<file path="config.mk">
export PLATFORM = sky130hd
export DESIGN_NAME = hbc_ctrl
export DESIGN_NICKNAME = d
export VERILOG_FILES = /design/src/rtl/hbc_pkg.sv /design/src/rtl/hbc_ctrl.sv
export VERILOG_INCLUDE_DIRS = /design/src /design/src/rtl
export SDC_FILE = /design/constraint.sdc
export NUM_CORES = 1
export LEC_CHECK = 0
export BUFFER_PORTS_ARGS = -buffer_cell sky130_fd_sc_hd__buf_2
export CAP_MARGIN = 25
export CORE_ASPECT_RATIO = 0.9
export CORE_MARGIN = 2
export CORE_UTILIZATION = 47
export CTS_CLUSTER_DIAMETER = 30
export CTS_CLUSTER_SIZE = 28
export DETAILED_ROUTE_END_ITERATION = 8
export GPL_TIMING_DRIVEN = 0
export PLACE_DENSITY = 0.75
export SYNTH_ARGS = -nofsm -noshare
export SYNTH_HDL_FRONTEND = slang
export SYNTH_SLANG_ARGS = --single-unit
</file>
<file path="constraint.sdc">
create_clock -name aclk -period 2.7 [get_ports aclk]
set_input_delay 0.135 -clock aclk [delete_from_list [all_inputs] [get_ports aclk]]
set_output_delay 0.135 -clock aclk [all_outputs]
set_load 0.02 [all_outputs]
</file>
<file path="src/rtl/hbc_defines.svh">
// timing counts, register offsets, field positions and reset values
`ifndef HBC_DEFINES_SVH
`define HBC_DEFINES_SVH

// --------------------------------------------------------------------
// timebase
// --------------------------------------------------------------------
`define HBC_CLK_MHZ      250
`define HBC_BTIME_NS     1250
`define HBC_BTIME_CYC    ((`HBC_BTIME_NS * `HBC_CLK_MHZ + 999) / 1000)

// --------------------------------------------------------------------
// register offsets
// --------------------------------------------------------------------
`define HBC_OFS_CTRL     12'h000
`define HBC_OFS_BTIME    12'h004
`define HBC_OFS_STATUS   12'h008

// --------------------------------------------------------------------
// fields and reset values
// --------------------------------------------------------------------
`define HBC_CTRL_EN_BIT  0
`define HBC_CTRL_RST     1'h1
`define HBC_BTIME_RST    16'(`HBC_BTIME_CYC)
`define HBC_RESP_OKAY    2'h0
`define HBC_RESP_SLVERR  2'h2

`endif

</file>
<file path="src/rtl/hbc_pkg.sv">
// types of the h-bridge switching-state controller
`default_nettype none
package hbc_pkg;

  // ------------------------------------------------------------------
  // switching states, converter modes and error sources
  // ------------------------------------------------------------------
  typedef enum logic [1:0] {
    ST_A,
    ST_B,
    ST_C,
    ST_D
  } hbc_state_e;

  typedef enum logic [1:0] {
    MD_DOWN,
    MD_UP,
    MD_MIX
  } hbc_mode_e;

  typedef enum logic [1:0] {
    ER_VOLT,
    ER_CHG,
    ER_SRC
  } hbc_err_e;

  // ------------------------------------------------------------------
  // input groups
  // ------------------------------------------------------------------
  typedef struct packed {
    logic minimum_current_comparator;
    logic lowest_error_clamp;
    logic current_mode_comparator;
    logic cycle_current_limit_comparator;
    logic zero_crossing_comparator;
  } hbc_cmp_s;

  typedef struct packed {
    logic shutdown_low_input;
    logic charge_current_setting;
    logic undervoltage_lockout;
    logic vin_above_step_down;
    logic vin_below_step_up;
    logic charge_at_limit;
    logic source_at_limit;
  } hbc_mon_s;

  // ------------------------------------------------------------------
  // whole module state
  // ------------------------------------------------------------------
  typedef struct packed {
    hbc_state_e  state;
    hbc_mode_e   mode;
    logic        phase_up;
    logic [15:0] tmr;
    logic        hs_on;
    logic        ls_on;
    logic        clamp;
    logic        reg_en;
    hbc_err_e    err_sel;
    logic        sense_src;
    logic        en;
    logic [15:0] btime;
    logic        awv;
    logic [11:0] awaddr;
    logic        wv;
    logic [31:0] wdata;
    logic [3:0]  wstrb;
    logic        awrdy;
    logic        wrdy;
    logic        arrdy;
    logic        bvalid;
    logic [1:0]  bresp;
    logic        rvalid;
    logic [31:0] rdata;
    logic [1:0]  rresp;
  } hbc_st_s;

endpackage : hbc_pkg
`default_nettype wire

</file>
<file path="src/rtl/hbc_ctrl.sv">
// h-bridge step-up/step-down switching-state controller with axi4-lite registers
//
// Overview of operation
// - shutdown or tiny charge setting stops switching and grounds compensation nodes
// - during inhibit other than lockout, regulator, current monitor and logic stay alive
// - pick states A, B, C from voltages; idle D at light load
// - vin above 1.4 vbatt: alternate A and B, low side off
// - state A turns high side off, state B turns it on
// - step-down: high side stays on in B until on-time timer ends
// - step-down: each B expiry starts a new A off-time
// - error follows limited charge or source current, else battery voltage
// - vin below 0.9 vbatt: alternate B and C, high side on
// - state C turns low side on; current crossing target returns to B
// - step-up: low side stays off in B until off-time timer ends
// - between 0.9 and 1.4: order A, B, C, B, A
// - combined mode: C ends on peak, A on valley, rest in B
// - error below 0.15V: discontinuous, no new step-down on-time
// - discontinuous step-up: minimum current threshold ends state C
// - current comparator ends A below threshold, C above threshold
// - current limit ends step-up on-time and blocks step-down on-time
// - limit uses charge sense in step-down, source sense in step-up
// - zero crossing during step-down off-time goes to idle D
// - B time from voltages and time constant, doubled in combined mode; here a fixed count from the btime register, not from voltages
// - state choice and timing driven by five comparator outputs
// - only one power switch toggles at each switching transition, except that an inhibit in state C turns both off together
// - adapter below lockout threshold enters low-power shutdown
//
// Chosen here: the register offsets and the AXI4-Lite interface to the registers.
`timescale 1ns/100ps
`default_nettype none
`include "hbc_defines.svh"

module hbc_ctrl
  import hbc_pkg::*;
(
  // clock and reset
  input  wire logic        aclk,
  input  wire logic        aresetn,
  // comparators and monitors
  input  wire hbc_cmp_s    cmp,
  input  wire hbc_mon_s    mon,
  // power stage and loop outputs
  output var  logic        high_side_gate_drive,
  output var  logic        low_side_gate_drive,
  output var  logic        comp_nodes_clamp,
  output var  logic        internal_regulator,
  output var  hbc_err_e    error_select,
  output var  logic        limit_sense_source,
  // axi4-lite write
  input  wire logic [11:0] s_axi_awaddr,
  input  wire logic        s_axi_awvalid,
  output var  logic        s_axi_awready,
  input  wire logic [31:0] s_axi_wdata,
  input  wire logic [3:0]  s_axi_wstrb,
  input  wire logic        s_axi_wvalid,
  output var  logic        s_axi_wready,
  output var  logic [1:0]  s_axi_bresp,
  output var  logic        s_axi_bvalid,
  input  wire logic        s_axi_bready,
  // axi4-lite read
  input  wire logic [11:0] s_axi_araddr,
  input  wire logic        s_axi_arvalid,
  output var  logic        s_axi_arready,
  output var  logic [31:0] s_axi_rdata,
  output var  logic [1:0]  s_axi_rresp,
  output var  logic        s_axi_rvalid,
  input  wire logic        s_axi_rready
);

  hbc_st_s r;
  hbc_st_s n;
  logic    inhibit;

  // ------------------------------------------------------------------
  // next state
  // ------------------------------------------------------------------
  always_comb begin
    logic [15:0] bload;
    logic        b_done;
    logic [31:0] cur;
    logic [31:0] rd;
    logic        wr_ok;
    bload  = 16'h0000;
    b_done = 1'b0;
    cur    = 32'h0000_0000;
    rd     = 32'h0000_0000;
    wr_ok  = 1'b0;
    n      = r;
    // inhibit sources
    inhibit = mon.shutdown_low_input | mon.charge_current_setting
            | mon.undervoltage_lockout | !r.en;
    // mode from input versus battery
    if (mon.vin_above_step_down) begin
      n.mode = MD_DOWN;
    end else if (mon.vin_below_step_up) begin
      n.mode = MD_UP;
    end else begin
      n.mode = MD_MIX;
    end
    // b timer length, doubled when both cycle types share a period
    bload  = (r.mode == MD_MIX) ? {r.btime[14:0], 1'b0} : r.btime;
    b_done = (r.tmr == 16'h0000);
    // switching state machine
    if (inhibit) begin
      n.state    = ST_D;
      n.phase_up = 1'b1;
    end else begin
      case (r.state)
        ST_A: begin
          if (r.mode == MD_DOWN && cmp.zero_crossing_comparator) begin
            n.state = ST_D;
          end else if (!cmp.current_mode_comparator &&
                       !cmp.lowest_error_clamp &&
                       !cmp.cycle_current_limit_comparator) begin
            n.state    = ST_B;
            n.phase_up = 1'b1;
          end
        end
        ST_B: begin
          if (b_done) begin
            if (r.mode == MD_UP || (r.mode == MD_MIX && r.phase_up)) begin
              n.state = ST_C;
            end else begin
              n.state = ST_A;
            end
          end
        end
        ST_C: begin
          if (cmp.cycle_current_limit_comparator) begin
            n.state = ST_B;
          end else if (cmp.lowest_error_clamp) begin
            if (cmp.minimum_current_comparator) begin
              n.state = ST_B;
            end
          end else if (cmp.current_mode_comparator) begin
            n.state = ST_B;
          end
          if (n.state == ST_B) begin
            n.phase_up = 1'b0;
          end
        end
        ST_D: begin
          if (r.mode == MD_UP ||
              (!cmp.lowest_error_clamp && !cmp.cycle_current_limit_comparator)) begin
            n.state    = ST_B;
            n.phase_up = 1'b1;
          end
        end
        default: begin
          n.state = ST_D;
        end
      endcase
    end
    // b timer
    if (n.state == ST_B && r.state != ST_B) begin
      n.tmr = bload;
    end else if (!b_done) begin
      n.tmr = r.tmr - 16'h0001;
    end
    // switch drives from the next state
    n.hs_on  = (n.state == ST_B) || (n.state == ST_C);
    n.ls_on  = (n.state == ST_C);
    n.clamp  = inhibit;
    n.reg_en = !mon.undervoltage_lockout;
    // regulation error source
    if (mon.charge_at_limit) begin
      n.err_sel = ER_CHG;
    end else if (mon.source_at_limit) begin
      n.err_sel = ER_SRC;
    end else begin
      n.err_sel = ER_VOLT;
    end
    n.sense_src = (r.mode == MD_UP);
    // axi write address and data capture
    if (s_axi_awvalid && r.awrdy) begin
      n.awv    = 1'b1;
      n.awaddr = s_axi_awaddr;
    end
    if (s_axi_wvalid && r.wrdy) begin
      n.wv    = 1'b1;
      n.wdata = s_axi_wdata;
      n.wstrb = s_axi_wstrb;
    end
    if (r.bvalid && s_axi_bready) begin
      n.bvalid = 1'b0;
    end
    // register write once both halves are held
    if (r.awv && r.wv && !r.bvalid) begin
      cur   = 32'h0000_0000;
      wr_ok = 1'b1;
      case ({r.awaddr[11:2], 2'b00})
        `HBC_OFS_CTRL:   cur = {31'h0000_0000, r.en};
        `HBC_OFS_BTIME:  cur = {16'h0000, r.btime};
        `HBC_OFS_STATUS: cur = 32'h0000_0000;
        default:         wr_ok = 1'b0;
      endcase
      for (int i = 0; i < 4; i++) begin
        if (r.wstrb[i]) begin
          cur[i*8 +: 8] = r.wdata[i*8 +: 8];
        end
      end
      case ({r.awaddr[11:2], 2'b00})
        `HBC_OFS_CTRL:  n.en    = cur[`HBC_CTRL_EN_BIT];
        `HBC_OFS_BTIME: n.btime = cur[15:0];
        default:        n.en    = r.en;
      endcase
      n.awv    = 1'b0;
      n.wv     = 1'b0;
      n.bvalid = 1'b1;
      n.bresp  = wr_ok ? `HBC_RESP_OKAY : `HBC_RESP_SLVERR;
    end
    n.awrdy = !n.awv && !n.bvalid;
    n.wrdy  = !n.wv && !n.bvalid;
    // axi read
    if (r.rvalid && s_axi_rready) begin
      n.rvalid = 1'b0;
    end
    if (s_axi_arvalid && r.arrdy) begin
      n.rresp = `HBC_RESP_OKAY;
      case ({s_axi_araddr[11:2], 2'b00})
        `HBC_OFS_CTRL:   rd = {31'h0000_0000, r.en};
        `HBC_OFS_BTIME:  rd = {16'h0000, r.btime};
        `HBC_OFS_STATUS: rd = {22'h00_0000, r.err_sel, r.clamp, r.ls_on,
                               r.hs_on, r.phase_up, r.mode, r.state};
        default:         n.rresp = `HBC_RESP_SLVERR;
      endcase
      n.rdata  = rd;
      n.rvalid = 1'b1;
    end
    n.arrdy = !n.rvalid;
  end

  // ------------------------------------------------------------------
  // state register
  // ------------------------------------------------------------------
  always_ff @(posedge aclk) begin
    if (!aresetn) begin
      r           <= '0;
      r.state     <= ST_D;
      r.mode      <= MD_DOWN;
      r.phase_up  <= 1'b1;
      r.reg_en    <= 1'b1;
      r.clamp     <= 1'b1;
      r.err_sel   <= ER_VOLT;
      r.en        <= `HBC_CTRL_RST;
      r.btime     <= `HBC_BTIME_RST;
    end else begin
      r <= n;
    end
  end

  // ------------------------------------------------------------------
  // outputs
  // ------------------------------------------------------------------
  assign high_side_gate_drive = r.hs_on;
  assign low_side_gate_drive  = r.ls_on;
  assign comp_nodes_clamp     = r.clamp;
  assign internal_regulator   = r.reg_en;
  assign error_select         = r.err_sel;
  assign limit_sense_source   = r.sense_src;
  assign s_axi_awready        = r.awrdy;
  assign s_axi_wready         = r.wrdy;
  assign s_axi_bvalid         = r.bvalid;
  assign s_axi_bresp          = r.bresp;
  assign s_axi_arready        = r.arrdy;
  assign s_axi_rvalid         = r.rvalid;
  assign s_axi_rdata          = r.rdata;
  assign s_axi_rresp          = r.rresp;

  // ------------------------------------------------------------------
  // assertions
  // ------------------------------------------------------------------
  inhibit_off_a: assert property (@(posedge aclk) disable iff (!aresetn)
    inhibit |=> (!r.hs_on && !r.ls_on && r.clamp && r.state == ST_D))
    else $error("switching not stopped under inhibit");

  reg_alive_a: assert property (@(posedge aclk) disable iff (!aresetn)
    (inhibit && !mon.undervoltage_lockout) |=> r.reg_en)
    else $error("regulator dropped during inhibit");

  state_a_drive_a: assert property (@(posedge aclk) disable iff (!aresetn)
    (r.state == ST_A) |-> (!r.hs_on && !r.ls_on))
    else $error("drives wrong in state a");

  step_up_hs_a: assert property (@(posedge aclk) disable iff (!aresetn)
    (r.state == ST_B || r.state == ST_C) |-> r.hs_on)
    else $error("high side off in b or c");

  one_switch_a: assert property (@(posedge aclk) disable iff (!aresetn)
    (!inhibit && !$past(inhibit)) |->
      !($changed(r.hs_on) && $changed(r.ls_on)))
    else $error("both switches toggled together");

  limit_ends_c_a: assert property (@(posedge aclk) disable iff (!aresetn)
    (r.state == ST_C && cmp.cycle_current_limit_comparator && !inhibit)
      |=> (r.state == ST_B && !r.ls_on))
    else $error("current limit did not end on-time");

  zero_idle_a: assert property (@(posedge aclk) disable iff (!aresetn)
    (r.state == ST_A && r.mode == MD_DOWN && cmp.zero_crossing_comparator && !inhibit)
      |=> (r.state == ST_D))
    else $error("zero crossing did not idle");

  no_dcm_on_a: assert property (@(posedge aclk) disable iff (!aresetn)
    (r.state == ST_A && cmp.lowest_error_clamp) |=> (r.state != ST_B))
    else $error("on-time started in discontinuous mode");

  b_holds_a: assert property (@(posedge aclk) disable iff (!aresetn)
    (r.state == ST_B && r.tmr != 16'h0000 && !inhibit) |=> (r.state == ST_B))
    else $error("state b left before timer end");

  b_load_a: assert property (@(posedge aclk) disable iff (!aresetn)
    (r.state != ST_B && n.state == ST_B && r.mode == MD_MIX)
      |=> (r.tmr == {$past(r.btime[14:0]), 1'b0}))
    else $error("combined b time not doubled");

  err_sel_a: assert property (@(posedge aclk) disable iff (!aresetn)
    (!mon.charge_at_limit && !mon.source_at_limit) ##1
      (!mon.charge_at_limit && !mon.source_at_limit) |-> (r.err_sel == ER_VOLT))
    else $error("error source not battery voltage");

  step_down_ls_a: assert property (@(posedge aclk) disable iff (!aresetn)
    (r.mode == MD_DOWN && r.state != ST_C) |=> !r.ls_on)
    else $error("low side on in step-down");

  down_b_end_a: assert property (@(posedge aclk) disable iff (!aresetn)
    (r.state == ST_B && r.tmr == 16'h0000 && r.mode == MD_DOWN && !inhibit)
      |=> (r.state == ST_A && !r.hs_on))
    else $error("step-down b end did not start a");

  up_b_end_a: assert property (@(posedge aclk) disable iff (!aresetn)
    (r.state == ST_B && r.tmr == 16'h0000 && r.mode == MD_UP && !inhibit)
      |=> (r.state == ST_C && r.ls_on))
    else $error("step-up b end did not start c");

  mix_b_up_a: assert property (@(posedge aclk) disable iff (!aresetn)
    (r.state == ST_B && r.tmr == 16'h0000 && r.mode == MD_MIX && r.phase_up && !inhibit)
      |=> (r.state == ST_C))
    else $error("combined order b to c broken");

  mix_b_down_a: assert property (@(posedge aclk) disable iff (!aresetn)
    (r.state == ST_B && r.tmr == 16'h0000 && r.mode == MD_MIX && !r.phase_up && !inhibit)
      |=> (r.state == ST_A))
    else $error("combined order b to a broken");

  c_peak_end_a: assert property (@(posedge aclk) disable iff (!aresetn)
    (r.state == ST_C && !cmp.lowest_error_clamp && cmp.current_mode_comparator && !inhibit)
      |=> (r.state == ST_B && !r.ls_on))
    else $error("current threshold did not end c");

  a_valley_end_a: assert property (@(posedge aclk) disable iff (!aresetn)
    (r.state == ST_A && !cmp.zero_crossing_comparator && !cmp.current_mode_comparator &&
     !cmp.lowest_error_clamp && !cmp.cycle_current_limit_comparator && !inhibit)
      |=> (r.state == ST_B && r.hs_on))
    else $error("valley did not end a");

  dcm_peak_a: assert property (@(posedge aclk) disable iff (!aresetn)
    (r.state == ST_C && cmp.lowest_error_clamp && cmp.minimum_current_comparator && !inhibit)
      |=> (r.state == ST_B && !r.ls_on))
    else $error("minimum current did not end c");

  limit_no_on_a: assert property (@(posedge aclk) disable iff (!aresetn)
    ((r.state == ST_A || (r.state == ST_D && r.mode != MD_UP)) &&
      cmp.cycle_current_limit_comparator) |=> (r.state != ST_B))
    else $error("on-time started above current limit");

  up_sense_a: assert property (@(posedge aclk) disable iff (!aresetn)
    (r.mode == MD_UP) |=> r.sense_src)
    else $error("step-up limit not on source sense");

  clamp_release_a: assert property (@(posedge aclk) disable iff (!aresetn)
    !inhibit |=> !r.clamp)
    else $error("compensation clamped without inhibit");

  up_wake_a: assert property (@(posedge aclk) disable iff (!aresetn)
    (r.state == ST_D && r.mode == MD_UP && !inhibit) |=> (r.state == ST_B && r.hs_on))
    else $error("step-up did not leave idle");

  lockout_off_a: assert property (@(posedge aclk) disable iff (!aresetn)
    mon.undervoltage_lockout |=> (!r.reg_en && r.state == ST_D))
    else $error("lockout did not shut down");

  rst_idle_a: assert property (@(posedge aclk)
    !aresetn |=> (r.state == ST_D && !r.hs_on && !r.ls_on && r.clamp))
    else $error("reset did not idle the bridge");

  b_load_plain_a: assert property (@(posedge aclk) disable iff (!aresetn)
    (r.state != ST_B && n.state == ST_B && r.mode != MD_MIX)
      |=> (r.tmr == $past(r.btime)))
    else $error("plain b time not loaded");

endmodule : hbc_ctrl
`default_nettype wire

</file>
==> reports/results.ini <==
[status]
status=finished clean

[global_routing]
grt_overflow=0
met3_usage_pct=6.28
grt_pass1_wl_um=19200
grt_pass1_vias=4076
gr-usage-met2_pct=37.2
grt_max_degree=19
grt_util_met1_pct=29.8
top_usage_layer=met2
antenna_found_initial=0
grtUsageTotal_pct=22.9

[placed_design]
dp.cells=777
dpl_worst_slack_ns=-0.587
place_congestion=0.887
io_buffers=86
dp_hpwl_um=8830

[synthesis]
syn_inst=548
synth_top_area_cell=dfxtp_1
syn-cell-area_um2=4610
synth_most_common_cell=dfxtp_1
async_flop_share_pct=0
synthTopCellsByArea=dfxtp_1 (43%), nand2_1 (7.4%), buf_4 (6.2%)
yosys_warnings=0
synth_seq_area_share_pct=42.6
synth-edff-count=0
syn_avg_cell_area_um2=8.41
ys.flop_type=dfxtp_1
synth_top_area_share_pct=42.6
synth_common_cells=dfxtp_1 (98), nand2_1 (91), a21oi_1 (51)
synth.distinct_cells=57
ys_ff_latch=98

[floorplanning]
rows=34
initial_utilization_pct=47.9
core-area_um2=9610
die_y_um=97.9
num_io_pins=127
dieArea_um2=10600
die_x_um=108

[detailed_routing]
num_vias=4424
drc_errors=0
drt-pass1-iter-count=5
viasPerCell=5.35
ant_nets=0
finalWirelength_um=12000
drt_iter0_drc=199
wl_per_cell_um=14.5

[worst_hold_path]
min_path_cells=3
holdCritPathClass=in2reg

[setup_path]
critPathMaxFanout=10
start_kind=flip-flop
end_kind=flip-flop
worstRegToRegCells=12
crit_arrival_ns=2.83
required_ns=2.95
path_class=reg2reg

[pwr]
power.switching_mw=1.37
seq_power_share_pct=45.3
leakagePower_nw=2.40
power_density_nw_per_um2=670
p_clk_share_pct=22.9
pwr-share-comb_pct=31.8
ir_drop_mv=0.396
internal_power_mw=2.54
switching_share_pct=35.1

[timing]
tightest_slew_ns=0.711
drv_slew=0
hold_viol_final=0
setup_slack_ns=0.120
relSlewSlack_pct=52.1
max_freq_mhz=388
post-route-period-util_pct=95.6
skew_ns=0.0118
fin_crit_ns=2.58
rsz0062_at_grt=yes
setup_violations=0
fin_setup_tns_ns=0
holdWs_ns=0.0120

[run]
maxCapViolations=0

[clock_network]
path_clk_slew_ns=0.09
cts_inserted_buffers=9
htreeDepth=3
cts_buffer_depth=2
clockRootBuffer=clkbuf_8
clock-sinks=98
cts_tree=done
insertion_delay_ns=0.38

[finish]
synthToLayoutAreaGrowth_pct=26.5
antenna_cells=0
nets=779
post_layout_nonfiller_instances=827
nFillCells=877
drive_gt1_share_pct=24.7

-- kinds of logic after synthesis --
kind of cell	count (synthesis)	synth area share [%]
simple gates	223	24.6
fa+ha+maj	4	1.09
xor+xnor	8	1.52
compound gates	129	18.0
mux	10	2.31
other cells	1	0.0814
flops	98	42.6
buf+inv	75	9.83
-- routing by layer --
layer | vias to the layer above | part of all wire [%] | wire length, µm
met5 | - | 0 | 0
met4 | 0 | 2.3 | 276
met3 | 26 | 5.6 | 666
met2 | 144 | 46 | 5550
met1 | 2058 | 46 | 5480
li1 | 2196 | - | -
-- worst max-delay path, stage by stage, from the launching register on --
cell,delay [ns]
dfxtp_1,0.34
inv_1,0.11
ha_1,0.18
nor4b_4,0.22
nand4_1,0.16
a211o_1,0.29
and3_1,0.18
ha_2,0.20
and2_1,0.13
buf_2,0.16
buf_4,0.19
a22oi_1,0.17
o21ai_0,0.10
-- layout make-up --
cell class	instances	area [µm²]	share of cell area [%]
Tap cell	126	158	2.71
Timing Repair Buffer	120	763	13.1
Buffer	68	433	7.43
Multi-Input combinational cell	392	2300	39.5
Inverter	7	26.3	0.451
Clock inverter	7	60.1	1.03
Clock buffer	9	124	2.13
Sequential cell	98	1960	33.7
-- power by group through the flow --
stage | clock (mW) | sequential [mW] | combinational [mW]
6_report | 0.893 | 1.77 | 1.24
3_3_place_gp | 0 | 1.76 | 1.06
5_1_grt | 0.971 | 1.79 | 1.36
3_5_place_dp | 0 | 1.77 | 1.09
4_1_cts | 0.902 | 1.76 | 1.17
2_1_floorplan | 0 | 1.74 | 0.840
-- placed cells by master (no fill, tap or decap), types with 7 or more instances in the layout --
master and count:
nand4_1 7, inv_1 7, clkbuf_8 9, conb_1 18, nand2b_1 8, a211oi_1 7
o21ai_0 21, nand2_1 91, nor3_1 8, a21oi_1 51, and3_1 7, dlygate4sd3_1 31
nor2_1 27, dfxtp_1 98, a22oi_1 17, buf_2 90, nand3_1 32, a22o_1 9
clkbuf_1 18, buf_4 42
-- final timing paths --
| path | startpoint | to | slack, ns |
|---|---|---|---|
| worst max-delay path | r[115] | r[124] | 0.12 |
| worst min-delay path | s_axi_wdata[15] | r[60] | 0.01 |
| worst max register to register | r[115] | r[124] | 0.12 |
| worst min register to register | r[45] | r[45] | 0.46 |
-- sequential cells by signal (all words and copies together), names as in the netlist --
signal / cells
high_side_gate_drive: 1
limit_sense_source: 1
error_select: 2
s_axi_rvalid: 1
s_axi_awready: 1
s_axi_rdata: 16
s_axi_bvalid: 1
s_axi_bresp: 1
r: 68
low_side_gate_drive: 1
s_axi_rresp: 1
comp_nodes_clamp: 1
internal_regulator: 1
s_axi_arready: 1
s_axi_wready: 1
-- stage by stage --
step	utilization, %	instance area [µm²]	total power, mW
5_1_grt	60.6	5830	4.12
2_1_floorplan	-	4670	2.58
4_1_cts	60.0	5760	3.84
3_5_place_dp	54.7	5260	2.85
3_3_place_gp	54.7	5260	2.82
6_report	60.6	5830	3.90
-- what timing repair did --
action,CTS,global route
hold buffers,28,3
setup endpoints to repair,16,16
buffers inserted,1,2
pin swaps,1,3
endpoints found under the hold margin,28,3
gates cloned,0,0
gates resized for setup,6,5
(Power assumes the default switching activity.)
